**src/hw/usb_cfg_pkg.sv**
```systemverilog
// Package for the USB device configuration-state block.
// Assumes a single 20 MHz clock and an AXI4-Lite register master.
package usb_cfg_pkg;

  // Printed offsets are not all multiples of four, so they are register indices.
  localparam logic [15:0] MODE_STATUS_IDX = 16'hff2f;
  localparam logic [15:0] MODE_OVERRIDE_IDX = 16'hff2e;
  localparam logic [15:0] IF_RANGE_IDX = 16'hff70;
  localparam logic [15:0] SOFT_RESET_IDX = 16'hff2d;

  // Mode status field positions.
  localparam int CFG_FW_BIT = 6;
  localparam int LARGE_PKT_BIT = 4;
  localparam int DEFAULT_BIT = 3;
  localparam int CONFIGURED_BIT = 2;

  // Interface range register field positions.
  localparam int MULTI_IF_BIT = 7;
  localparam int RANGE_LSB = 0;

  // Soft reset register field position.
  localparam int SOFT_RST_BIT = 0;

  // Reset values.
  localparam logic [7:0] MODE_STATUS_RST = 8'h00;
  localparam logic [7:0] IF_RANGE_RST = 8'h00;
  localparam logic [7:0] MODE_OVERRIDE_RST = 8'h00;

  // Soft reset lands two USB clocks after the strobe ends.
  localparam logic [1:0] SOFT_RST_DELAY = 2'h2;

  // Endpoint0 small packet size in bytes.
  localparam logic [6:0] EP0_SMALL_SIZE = 7'h08;

  // AXI response codes.
  localparam logic [1:0] RESP_OKAY = 2'h0;
  localparam logic [1:0] RESP_SLVERR = 2'h2;

  // Events from the request engine.
  typedef struct packed {
    logic bus_reset;
    logic dev_desc_done;
    logic set_config;
    logic [7:0] config_value;
  } usb_events_t;

  // Endpoint access query from the packet engine.
  typedef struct packed {
    logic [3:0] endpoint;
    logic [7:0] if_number;
  } usb_query_t;

  // Decisions back to the packet engine.
  typedef struct packed {
    logic respond_ok;
    logic endpoint_ok;
    logic if_valid;
    logic cfg_desc_to_fw;
    logic [6:0] ep0_tx_size;
  } usb_decide_t;

endpackage

```
**src/hw/usb_device_config_state.sv**
```systemverilog
// Configuration-state tracking for a USB device function controller, with AXI4-Lite registers.
// Assumes the request engine gives one-cycle event pulses on clk, and queries come on clk.
//
// Behaviour
// - Redirect bit sends config descriptor to firmware
// - Device descriptor done sets large packet flag
// - Flag clear means 8-byte Endpoint0 packets
// - Large packet flag survives bus reset
// - Before flag, automatic transfers use 8 bytes
// - Endpoint0 size eight ignores the flag
// - Bus reset sets the default state flag
// - No responses until default state flag set
// - SET_CONFIGURATION value one sets configured
// - Unconfigured device ignores non-zero endpoints
// - Config value zero or bus reset clears
// - Multi-interface enable widens supported interfaces
// - Range field ignored while enable clear
// - Range field picks highest valid interface
// - Interface zero is always valid
// - Mode status is read-only, resets to zero
// - Override register beats hardware status bits
// - Soft reset lands two clocks after strobe
module usb_device_config_state
  import usb_cfg_pkg::*;
#(
  parameter logic [6:0] EP0_MAX_SIZE = 7'h40
) (
  input wire logic clk,
  input wire logic rst,
  input wire logic [31:0] s_axi_awaddr,
  input wire logic s_axi_awvalid,
  output logic s_axi_awready,
  input wire logic [31:0] s_axi_wdata,
  input wire logic [3:0] s_axi_wstrb,
  input wire logic s_axi_wvalid,
  output logic s_axi_wready,
  output logic [1:0] s_axi_bresp,
  output logic s_axi_bvalid,
  input wire logic s_axi_bready,
  input wire logic [31:0] s_axi_araddr,
  input wire logic s_axi_arvalid,
  output logic s_axi_arready,
  output logic [31:0] s_axi_rdata,
  output logic [1:0] s_axi_rresp,
  output logic s_axi_rvalid,
  input wire logic s_axi_rready,
  input wire usb_events_t events,
  input wire usb_query_t query,
  output usb_decide_t decide
);

  // Address decode of a byte address to a register index match.
  function automatic logic hit(input logic [31:0] addr, input logic [15:0] idx);
    hit = (addr[31:2] == {14'h0000, idx}) && (addr[1:0] == 2'h0);
  endfunction

  // Hardware-owned status flags.
  logic cfg_fw_q, cfg_fw_d;
  logic large_pkt_q, large_pkt_d;
  logic default_q, default_d;
  logic configured_q, configured_d;
  // Software registers.
  logic [7:0] if_range_q, if_range_d;
  logic [7:0] override_q;
  // Soft reset sequencing: strobe seen, then a two-clock countdown.
  logic srst_pend_q;
  logic [1:0] srst_cnt_q;
  logic srst_fire;
  // Bus slave state.
  logic aw_held_q, w_held_q;
  logic [31:0] aw_addr_q;
  logic [31:0] w_data_q;
  logic [3:0] w_strb_q;
  logic bvalid_q, arready_q, rvalid_q;
  logic [1:0] bresp_q, rresp_q;
  logic [31:0] rdata_q;
  usb_decide_t decide_q;

  // Write channel wiring.
  wire logic aw_fire = s_axi_awvalid && !aw_held_q && !bvalid_q;
  wire logic w_fire = s_axi_wvalid && !w_held_q && !bvalid_q;
  wire logic do_write = aw_held_q && w_held_q && !bvalid_q;
  wire logic wr_lane0 = do_write && w_strb_q[0];
  wire logic wr_status = hit(aw_addr_q, MODE_STATUS_IDX);
  wire logic wr_override = hit(aw_addr_q, MODE_OVERRIDE_IDX);
  wire logic wr_range = hit(aw_addr_q, IF_RANGE_IDX);
  wire logic wr_srst = hit(aw_addr_q, SOFT_RESET_IDX);
  wire logic wr_mapped = wr_status || wr_override || wr_range || wr_srst;
  wire logic srst_strobe = wr_lane0 && wr_srst && w_data_q[SOFT_RST_BIT];

  // Read channel wiring.
  wire logic ar_fire = s_axi_arvalid && arready_q;
  wire logic rd_status = hit(s_axi_araddr, MODE_STATUS_IDX);
  wire logic rd_override = hit(s_axi_araddr, MODE_OVERRIDE_IDX);
  wire logic rd_range = hit(s_axi_araddr, IF_RANGE_IDX);
  wire logic rd_srst = hit(s_axi_araddr, SOFT_RESET_IDX);
  wire logic rd_mapped = rd_status || rd_override || rd_range || rd_srst;

  // Override beats hardware: a set override bit forces the status bit high.
  wire logic cfg_fw_eff = cfg_fw_q || override_q[CFG_FW_BIT];
  wire logic large_eff = large_pkt_q || override_q[LARGE_PKT_BIT];
  wire logic default_eff = default_q || override_q[DEFAULT_BIT];
  wire logic configured_eff = configured_q || override_q[CONFIGURED_BIT];

  // Status as software sees it; unused bits read as zero.
  wire logic [7:0] status_view = {1'b0, cfg_fw_eff, 1'b0, large_eff,
                                  default_eff, configured_eff, 2'h0};

  // The highest supported interface number.
  wire logic multi_if = if_range_q[MULTI_IF_BIT];
  wire logic [1:0] range_sel = if_range_q[RANGE_LSB +: 2];
  wire logic [7:0] if_top = multi_if ? {6'h00, range_sel} + 8'h01 : 8'h00;

  // Decisions derived from the status flags.
  wire logic ep0_is_small = (EP0_MAX_SIZE == EP0_SMALL_SIZE);
  wire logic [6:0] tx_size = (large_eff && !ep0_is_small) ? EP0_MAX_SIZE : EP0_SMALL_SIZE;
  wire logic ep_ok = default_eff && (configured_eff || query.endpoint == 4'h0);
  wire logic if_ok = (query.if_number == 8'h00) || (query.if_number <= if_top);
  wire logic set_cfg_one = events.set_config && events.config_value == 8'h01;
  wire logic set_cfg_zero = events.set_config && events.config_value == 8'h00;

  // Next values of the hardware flags.
  always_comb begin
    // The redirect flag only follows the override; hardware never sets it by itself.
    cfg_fw_d = cfg_fw_q;
    // Sticky until rst or a soft reset; a bus reset leaves it alone.
    large_pkt_d = large_pkt_q || events.dev_desc_done;
    default_d = default_q || events.bus_reset;
    configured_d = configured_q;
    if (set_cfg_one) begin
      configured_d = 1'b1;
    end
    if (set_cfg_zero || events.bus_reset) begin
      configured_d = 1'b0;
    end
    if_range_d = if_range_q;
    if (wr_lane0 && wr_range) begin
      // Middle bits are fixed at zero so they read back as zero.
      if_range_d = {w_data_q[7], 5'h00, w_data_q[1:0]};
    end
  end

  // Soft reset countdown, starting as the strobe goes inactive.
  assign srst_fire = srst_pend_q && (srst_cnt_q == 2'h1);
  always_ff @(posedge clk) begin
    if (rst || srst_fire) begin
      srst_pend_q <= 1'b0;
      srst_cnt_q <= 2'h0;
    end else if (srst_strobe) begin
      srst_pend_q <= 1'b1;
      srst_cnt_q <= SOFT_RST_DELAY;
    end else if (srst_pend_q) begin
      srst_cnt_q <= srst_cnt_q - 2'h1;
    end
  end

  // Flag and register storage; the soft reset clears all of these flags and registers, not the bus or decision state.
  always_ff @(posedge clk) begin
    if (rst || srst_fire) begin
      cfg_fw_q <= MODE_STATUS_RST[CFG_FW_BIT];
      large_pkt_q <= MODE_STATUS_RST[LARGE_PKT_BIT];
      default_q <= MODE_STATUS_RST[DEFAULT_BIT];
      configured_q <= MODE_STATUS_RST[CONFIGURED_BIT];
      if_range_q <= IF_RANGE_RST;
      override_q <= MODE_OVERRIDE_RST;
    end else begin
      cfg_fw_q <= cfg_fw_d;
      large_pkt_q <= large_pkt_d;
      default_q <= default_d;
      configured_q <= configured_d;
      if_range_q <= if_range_d;
      if (wr_lane0 && wr_override) begin
        // Bits 7 and 5 are kept zero; only bit 6 and bits 4 down to 0 are honoured.
        override_q <= {1'b0, w_data_q[6], 1'b0, w_data_q[4:0]};
      end
    end
  end

  // Decisions are registered so every decision output leaves a flip-flop.
  always_ff @(posedge clk) begin
    if (rst) begin
      decide_q <= '0;
      decide_q.ep0_tx_size <= EP0_SMALL_SIZE;
    end else begin
      decide_q.respond_ok <= default_eff;
      decide_q.endpoint_ok <= ep_ok;
      decide_q.if_valid <= if_ok;
      decide_q.cfg_desc_to_fw <= cfg_fw_eff;
      decide_q.ep0_tx_size <= tx_size;
    end
  end

  // Write address and data are held separately, taken in either order.
  always_ff @(posedge clk) begin
    if (rst) begin
      aw_held_q <= 1'b0;
      w_held_q <= 1'b0;
      aw_addr_q <= 32'h0000_0000;
      w_data_q <= 32'h0000_0000;
      w_strb_q <= 4'h0;
    end else if (do_write) begin
      aw_held_q <= 1'b0;
      w_held_q <= 1'b0;
    end else begin
      if (aw_fire) begin
        aw_held_q <= 1'b1;
        aw_addr_q <= s_axi_awaddr;
      end
      if (w_fire) begin
        w_held_q <= 1'b1;
        w_data_q <= s_axi_wdata;
        w_strb_q <= s_axi_wstrb;
      end
    end
  end

  // Write response; a write to the status register is accepted but ignored.
  always_ff @(posedge clk) begin
    if (rst) begin
      bvalid_q <= 1'b0;
      bresp_q <= RESP_OKAY;
    end else if (do_write) begin
      bvalid_q <= 1'b1;
      bresp_q <= wr_mapped ? RESP_OKAY : RESP_SLVERR;
    end else if (s_axi_bready) begin
      bvalid_q <= 1'b0;
    end
  end

  // Read path: one read in flight, answered the cycle after the address.
  always_ff @(posedge clk) begin
    if (rst) begin
      arready_q <= 1'b1;
      rvalid_q <= 1'b0;
      rdata_q <= 32'h0000_0000;
      rresp_q <= RESP_OKAY;
    end else if (ar_fire) begin
      arready_q <= 1'b0;
      rvalid_q <= 1'b1;
      rresp_q <= rd_mapped ? RESP_OKAY : RESP_SLVERR;
      rdata_q <= 32'h0000_0000;
      if (rd_status) begin
        rdata_q <= {24'h00_0000, status_view};
      end else if (rd_override) begin
        rdata_q <= {24'h00_0000, override_q};
      end else if (rd_range) begin
        rdata_q <= {24'h00_0000, if_range_q};
      end
    end else if (rvalid_q && s_axi_rready) begin
      rvalid_q <= 1'b0;
      arready_q <= 1'b1;
    end
  end

  assign s_axi_awready = !aw_held_q && !bvalid_q;
  assign s_axi_wready = !w_held_q && !bvalid_q;
  assign s_axi_bvalid = bvalid_q;
  assign s_axi_bresp = bresp_q;
  assign s_axi_arready = arready_q;
  assign s_axi_rvalid = rvalid_q;
  assign s_axi_rdata = rdata_q;
  assign s_axi_rresp = rresp_q;
  assign decide = decide_q;

  // Checks kept beside the logic.
  pkt_flag_set_a: assert property (@(posedge clk) disable iff (rst)
    events.dev_desc_done && !srst_fire |=> large_pkt_q)
    else $error("Packet size flag not set after descriptor");
  pkt_flag_keep_a: assert property (@(posedge clk) disable iff (rst)
    large_pkt_q && events.bus_reset && !srst_fire |=> large_pkt_q)
    else $error("Packet size flag lost on bus reset");
  default_set_a: assert property (@(posedge clk) disable iff (rst)
    events.bus_reset && !srst_fire |=> default_q)
    else $error("Default flag not set by bus reset");
  no_response_a: assert property (@(posedge clk) disable iff (rst)
    !default_eff |=> !decide.respond_ok && !decide.endpoint_ok)
    else $error("Response allowed before default state");
  config_set_a: assert property (@(posedge clk) disable iff (rst)
    set_cfg_one && !events.bus_reset && !srst_fire |=> configured_q)
    else $error("Configured flag not set");
  config_clear_a: assert property (@(posedge clk) disable iff (rst)
    events.bus_reset |=> !configured_q)
    else $error("Configured flag not cleared by bus reset");
  ep_gate_a: assert property (@(posedge clk) disable iff (rst)
    !configured_eff && query.endpoint != 4'h0 |=> !decide.endpoint_ok)
    else $error("Non-zero endpoint served while unconfigured");
  if_zero_a: assert property (@(posedge clk) disable iff (rst)
    query.if_number == 8'h00 |=> decide.if_valid)
    else $error("Interface zero rejected");
  if_single_a: assert property (@(posedge clk) disable iff (rst)
    !multi_if && query.if_number == 8'h01 |=> !decide.if_valid)
    else $error("Interface one valid while multi disabled");
  pkt_small_a: assert property (@(posedge clk) disable iff (rst)
    !large_eff |=> decide.ep0_tx_size == EP0_SMALL_SIZE)
    else $error("Large packet before flag set");
  srst_delay_a: assert property (@(posedge clk) disable iff (rst)
    srst_strobe |-> !srst_fire ##1 !srst_fire ##1 srst_fire)
    else $error("Soft reset timing wrong");
  status_ro_a: assert property (@(posedge clk) disable iff (rst)
    wr_lane0 && wr_status && !srst_fire && !events.bus_reset && !events.dev_desc_done
      && !events.set_config |=> $stable(status_view))
    else $error("Status register changed by a write");

endmodule // usb_device_config_state

```
**config.mk**
```make
export PLATFORM = sky130hd
export DESIGN_NAME = usb_device_config_state
export DESIGN_NICKNAME = d
export VERILOG_FILES = /design/src/hw/usb_cfg_pkg.sv /design/src/hw/usb_device_config_state.sv
export SDC_FILE = /design/constraint.sdc
export NUM_CORES = 1
export LEC_CHECK = 0
export BUFFER_PORTS_ARGS = -buffer_cell sky130_fd_sc_hd__buf_2
export CORE_ASPECT_RATIO = 1.4
export CORE_MARGIN = 5
export CORE_UTILIZATION = 44
export CTS_BUF_LIST = sky130_fd_sc_hd__clkbuf_16
export DETAILED_ROUTE_END_ITERATION = 12
export PLACE_DENSITY = 0.9
export SYNTH_ARGS = -nofsm -noshare
export SYNTH_HDL_FRONTEND = slang
export SYNTH_SLANG_ARGS = --single-unit
```
**constraint.sdc**
```tcl
create_clock -name clk -period 2.5 [get_ports clk]
set_input_delay 0.125 -clock clk [delete_from_list [all_inputs] [get_ports clk]]
set_output_delay 0.125 -clock clk [all_outputs]
set_load 0.01 [all_outputs]
```
# After elaboration in Yosys (flattened, before gate mapping)

Cells that the tools add are included.

Word-level logic and storage cells: 111
Output and inout bits: 52
Input bits: 130
Register bits: 108

Order comparisons: 1
Add/sub/neg operators: 2
Mux-type cells: 15
Reduce and logical (&&, ||, !) cells: 58
Bitwise gates (word level): 1
Equality and inequality tests: 10

Operator list:

| cell                                                                    | number |
|---|---|
| 30-bit by 16-bit equality test with 1-bit output, second input constant | 8 |
| 1-bit logical AND                                                       | 27 |
| 8-bit 2-to-1 mux                                                        | 3 |
| 8-bit logical NOT                                                       | 2 |
| 1-bit logical OR                                                        | 15 |
| 8-bit by 1-bit equality test with 1-bit output, second input constant   | 1 |
| 8-bit by 3-bit <= comparator with 1-bit output                          | 1 |
| 2-bit 2-to-1 mux                                                        | 4 |
| 7-bit 2-to-1 mux                                                        | 1 |
| 1-bit 2-to-1 mux                                                        | 6 |
| 2-bit nonzero test                                                      | 3 |
| 2-bit OR reduction                                                      | 3 |
| 2-bit logical NOT                                                       | 2 |
| 4-bit logical NOT                                                       | 1 |
| 2-bit AND reduction                                                     | 2 |
| 2-bit by 1-bit adder with 3-bit output, second input constant           | 1 |
| 1-bit logical NOT                                                       | 3 |
| 3-bit 2-to-1 mux                                                        | 1 |
| 2-bit by 1-bit equality test with 1-bit output, second input constant   | 1 |
| 2-bit by 1-bit subtractor with 2-bit output, second input constant      | 1 |
| 1-bit inverter                                                          | 1 |

# Logic depth before layout (Yosys ltp)

Gate-level depths: netlist of run 1.

Depth after elaboration: 6
Depth in mapped cells: 7
Gate-level depth less buffers: 7

# Worst setup path after synthesis of run 1

Ideal clock, no wire load.

Kind: flip-flop to flip-flop
Start point: register aw_addr_q[30]
End point: register override_q[0]
Clock period less this slack: 2.093 ns
Library setup time: 0.072 ns
Data required time: 2.428 ns
Arrival time: 2.021 ns
Slack: 0.407 ns
Buffers on the path: 0
Stages on the path, launching flop included: 5
Cell sequence: dfxtp_1 > or4b_4 > or4_4 > nor4_4 > mux2i_1

Cells in the longest elaborated chain, start to end: 3

Ends and longest elaborated chain:

| what                                             | RTL line                       | text |
|---|---|---|
| start, declared                                  | usb_device_config_state.sv:71  | `logic [31:0] aw_addr_q;` |
| start signal, assigned                           | usb_device_config_state.sv:207 | `aw_addr_q <= s_axi_awaddr;` |
| 30-bit by 16-bit equality test with 1-bit output | usb_device_config_state.sv:54  | `hit = (addr[31:2] == {14'h0000, idx}) && (addr[1:0] == 2'h0);` |
| 1-bit logical AND                                | usb_device_config_state.sv:54  |  |
| 1-bit logical AND                                | usb_device_config_state.sv:172 | `if (wr_lane0 && wr_override) begin` |
| end signal, assigned                             | usb_device_config_state.sv:174 | `override_q <= {1'b0, w_data_q[6], 1'b0, w_data_q[4:0]};` |
| end, declared                                    | usb_device_config_state.sv:64  | `logic [7:0] override_q;` |

No other way between the ends.
A chain may end at the register's enable or synchronous reset.

# Worst setup path in the final report of run 1

Start point: register aw_addr_q[30]
End point: register override_q[4]

The elaborated chain is that of the path after synthesis.

==> results of run 1 <==
## routing by layer
layer	track usage	share of wire	wire length, µm
met5	0	0	0
met4	0.0752	0.024	193
met3	0.0543	0.082	665
met1	0.163	0.36	2900
met2	0.336	0.54	4390
## cells in the mapped netlist
master and count:
a2111oi_0 1, a21oi_1 54, a311oi_1 2, a31oi_1 1, a32oi_1 2, and2_0 1, and2_1 3, and3_1 3
buf_1 2, buf_4 32, clkbuf_1 16, conb_1 1, dfxtp_1 75, ha_1 5, inv_1 8, mux2i_1 10
nand2_1 112, nand2b_1 3, nand3_1 2, nand3b_1 1, nand4_1 9, nand4b_1 2, nand4bb_1 2, nor2_1 18
nor2b_1 4, nor3_1 3, nor3b_1 1, nor4_1 10, nor4_4 1, nor4b_1 2, nor4bb_1 2, o2111ai_1 1
o211a_1 1, o21a_1 4, o21ai_0 8, o31a_1 1, or2_2 1, or4_1 1, or4_4 1, or4b_4 1
xor2_1 1
## path summary, 6_finish.rpt
kind                   endpoint  depth (start not counted)           from
setup reg to reg  override_q[4]                          4  aw_addr_q[30]
hold / removal      large_pkt_q                          2      events[9]
hold reg to reg   aw_addr_q[31]                          2  aw_addr_q[31]
setup / recovery  override_q[4]                          4  aw_addr_q[30]
## cells by family (layout without fill, tap and decap cells)
kind of cell | count (synthesis) | count (layout)
flip-flops | 75 | 75
adder cells (fa/ha/maj) | 5 | 5
AO/OA/AOI/OAI | 75 | 75
AND/OR/NAND/NOR | 183 | 183
multiplexers | 10 | 10
other | 1 | 32
XOR/XNOR | 1 | 1
buffers and inverters | 58 | 153
## worst max-delay path, delay by kind of cell (launching register included)
family	cells	cell delay, ns
simple gates	3	1.64
flops	1	0.31
mux	1	0.26
## registers in the layout, summed over array words and instances (netlist names), 2 cells and up
name,count
if_range_q,3
w_data_q,7
srst_cnt_q,2
override_q,6
decide,6
s_axi_rdata,7
aw_addr_q,32
## through the flow
step	cell area [µm²]	cells	total power [mW]	util
after floorplan	3420	439	1.52	-
after global placement	3880	613	1.60	0.528
after detailed placement	3880	613	1.62	0.528
after CTS	4180	631	2.80	0.568
after global routing	4180	631	2.89	0.568
final	4180	631	2.77	0.568
## where the power goes
part | switching [mW] | leakage [nW] | internal (mW)
Combinational | 0.176 | 1.10 | 0.129
Sequential | 0.0337 | 0.613 | 1.25
Clock | 0.501 | 0.126 | 0.674
## cells in the final DEF, fill, tap and decap left out, drive strengths merged, types with 2 or more instances in the layout
cell type,n
buf,127
nand2,112
dfxtp,75
a21oi,54
conb,32
nor2,18
nor4,11
mux2i,10
nand4,9
clkbuf,9
inv,9
o21ai,8
ha,5
nor2b,4
o21a,4
and2,4
and3,3
nor3,3
nand2b,3
clkinvlp,3
clkinv,3
nand4b,2
nand4bb,2
nor4bb,2
nor4b,2
a32oi,2
a311oi,2
nand3,2
dlygate4sd3,2
or4,2
## layout make-up
class / count / share of cell area
inverters: 8 / 0.00718
multi-input cells: 306 / 0.378
repair buffers: 129 / 0.160
clock buffers: 9 / 0.0538
well taps: 97 / 0.0290
flip-flops and latches: 75 / 0.359
clock inverters: 7 / 0.0126
## timing repair
item	CTS	global route
buffers inserted	0	0
hold buffers	2	0
endpoints found under the hold margin	2	0
==> flow_summary.toml, run 1 <==
[detailed_routing]
drt-pass1-iter-count = 4
dr.first_iter.drc_count = 169
drt_wl_total_mm = 8.16
viasPerCell = 4.97
num_vias = 3134
avgRoutedWirePerCell_um = 12.9
ant_nets = 0
drc = 0

[pwr]
irDropWorstVdd_mv = 0.444
p_leak_nw = 1.84
p_per_area_nw_per_um2 = 661

[sta]
fin_skew_ns = 0.00773
setup_viol = 0
hold_viol = 0
max_freq_mhz = 438
drv_slew = 0
final.setup.tns_ns = 0
fin_ws_ns = 0.216
rsz0062_at_grt = "false"
fin_crit_ns = 2.28
timing.max_slew.rel_slack = 0.529
tightest_slew_ns = 0.696
finalCritPeriodShare = 0.913
whs_ns = 0.0215

[layout]
multiInputGateArea_um2 = 1580
antenna_cells = 0
syn_to_final_growth_pct = 26.6
fillers = 661
layout-drive-gt1-share = 0.273
fin_nets = 664
sequential_cell_area_um2 = 1500

[critical_path]
crit_chain = "or4b_4 -> or4_4 -> nor4_4 -> mux2i_1"
critPathCaptureType = "flip-flop"
r2r_setup_slack_ns = 0.22
crit_path_start_kind = "flip-flop"
critPathKind = "flip-flop to flip-flop"
crit_fanout = 6
arrival_ns = 2.54
cp.required_ns = 2.75
slowest_stage = "nor4_4"
crit_path_max_incr_delay_ns = 0.57

[grt]
grt_pass1_vias = 3118
antenna_found_initial = 0
grt_start_max_net_pins = 38
grt_usage = 0.173
grt_pass1_wl_mm = 13.5
overflow = 0

[clock_tree]
clkTransAtPathRegs_ns = 0.06
cts_tree = "done"
cts_max_level = 3
clockBufferDepth = 2
cts-root-buf = "clkbuf_16"
cts_resized = 0
clkLatencyLatePin_ns = 0.33
clock-sinks = 75
cts_made_buffers = 9

[die]
num_io_pins = 182
coreArea_um2 = 7360
start_util = 0.449
rows = 37
dieArea_um2 = 9370
fp.dieH_um = 113
die_w_um = 83.2

[place]
io_buffer_count = 121
pre_cts_ws_ns = 0.230
hpwl_mm = 6.47
place.gp.congestion = 0.854

[synth]
yosys.area_share.simple = 0.264
synthAdderAreaFrac = 0.0189
synth_xor_area_frac = 0.00265
ys_warn_count = 0
ys_ff_latch = 75
avgSynthCellArea_um2 = 8.10
netlist_instances = 408
synth_area_um2 = 3300
synth_area_leader_cell = "dfxtp_1"
yosys.area.top_type_share = 0.454
synth_top_family_by_area = "simple AND/OR/NAND/NOR gates"
seq_area_frac_synth = 0.454
synth-compound-area-share = 0.126
synthTopCellsByArea = "dfxtp_1, nand2_1, a21oi_1, buf_4, mux2i_1"
synthMuxAreaShare = 0.0303
ys_types = 41

[hold_path]
hold_path.class = "input pin to flip-flop"

[status]
status = "finished, final reports clean"

[job]
maxCapViolCount = 0
Note: power is estimated with default switching activity, not from simulation.
==> inputs of run 2 (changes only) <==
CORE_ASPECT_RATIO = 0.8   (was 1.4)
==> flow_summary.toml, run 2 (synthesis results as in run 1) <==
[grt]
use_met1 = 0.200
antenna_found_initial = 0
grt_usage = 0.180
grt_pass1_vias = 3014
grtUsageMet2 = 0.314
grtUsageMet3 = 0.0704
busiest_layer = "met2"
grt_start_max_net_pins = 39
grt_pass1_wl_mm = 13.5
overflow = 0

[detailed_routing]
avgRoutedWirePerCell_um = 13.7
dr.first_iter.drc_count = 141
drc = 0
num_vias = 3101
ant_nets = 0
viasPerCell = 4.96
drt_wl_total_mm = 8.58
drt-pass1-iter-count = 4

[critical_path]
r2r_cells = 4
critPathKind = "flip-flop to flip-flop"
r2r-start = "aw_addr_q[30]"
startpoint = "aw_addr_q[30]"
reg2reg_to = "override_q[0]"
crit_path_start_kind = "flip-flop"
arrival_ns = 2.54
r2r_setup_slack_ns = 0.21
crit_fanout = 6
cp.required_ns = 2.75
critPathCaptureType = "flip-flop"

[layout]
fin_area_um2 = 4220
fillers = 651
layout_common_cells = "buf_2, nand2_1, dfxtp_1"
antenna_cells = 0
syn_to_final_growth_pct = 27.6
largest_reg_flops = 32
layout-drive-gt1-share = 0.269
fin_nets = 665
regMostFlops = "aw_addr_q"
final_common_cell = "buf_2"

[sta]
drv_slew = 0
hold_viol = 0
fin_skew_ns = 0.00361
final.setup.tns_ns = 0
timing.max_slew.rel_slack = 0.489
setup_viol = 0
fin_crit_ns = 2.29
max_freq_mhz = 438
rsz0062_at_grt = "false"
tightest_slew_ns = 0.757
finalCritPeriodShare = 0.914

[clock_tree]
postCtsSetupBuffers = 0
clkLatencyLatePin_ns = 0.33
cts_max_level = 3
clockBufferDepth = 2
clock-sinks = 75
cts_resized = 0
cts_tree = "done"
hold_buffers = 3
clkTransAtPathRegs_ns = 0.06
cts-root-buf = "clkbuf_16"
cts_made_buffers = 9

[pwr]
p_leak_nw = 1.88
irDropWorstVdd_mv = 0.395
p_per_area_nw_per_um2 = 696

[place]
hpwl_mm = 6.61
place_area_um2 = 3880
io_buffer_count = 121
place.gp.congestion = 0.760

[job]
maxCapViolCount = 0

[hold_path]
hp-start = "s_axi_awaddr[25]"
hold_end = "aw_addr_q[25]"
hold_depth = 3
hold_path.class = "input pin to flip-flop"

[die]
die_w_um = 107
fp.dieH_um = 87.5
coreArea_um2 = 7360
num_io_pins = 182
start_util = 0.449
dieArea_um2 = 9350
rows = 28

[status]
status = "finished, final reports clean"
[run 2: cell types whose count changed in the layout (fill, tap and decap cells not counted), sizes merged]
cell	change
dlygate4sd3	+1
inv	+1
bufinv	+2
clkinvlp	-3
[run 2: metrics by stage]
stage               total power, mW  std cells  utilization  hold slack [ns]  setup slack, ns
finish                         2.94        625        0.573           0.0318            0.214
global placement               1.60        606        0.527            0.296            0.317
floorplan                      1.52        439            -            0.201            0.407
detailed placement             1.62        606        0.527            0.307            0.221
global route                   3.06        625        0.573           0.0299           0.0947
CTS                            2.96        625        0.573           0.0204            0.190
[run 2: how the worst max path moves through the flow]
stage / cells after the start / end
after floorplan: 4 / override_q[0]
after global placement: 4 / override_q[2]
after detailed placement: 4 / override_q[0]
after CTS: 4 / override_q[0]
after global routing: 4 / override_q[0]
final: 4 / override_q[0]
[run 2: metal layers]
layer  vias up  routed length, µm
met4         0                125
li1       1571                  -
met3        12                650
met5         -                  0
met1      1397               3500
met2       121               4310
[run 2: power breakdown]
group	total, mW	switching [mW]	internal (mW)	leakage (nW)
sequential	1.29	0.0356	1.25	0.613
combinational	0.311	0.180	0.130	1.11
clock	1.34	0.475	0.862	0.159
[run 2: worst max-delay path: stages (launching register included)]
cell,delay [ns]
dfxtp_1,0.31
or4b_4,0.53
or4_4,0.53
nor4_4,0.58
mux2i_1,0.26
[run 2: cell type report]
cell class	count	area, µm²	area share
multi-input combinational	306	1580	0.375
clock inverter	7	85.1	0.0202
tap	90	113	0.0267
clock buffer	9	225	0.0534
timing repair buffer	130	681	0.161
sequential	75	1500	0.356
inverter	8	30.0	0.00712
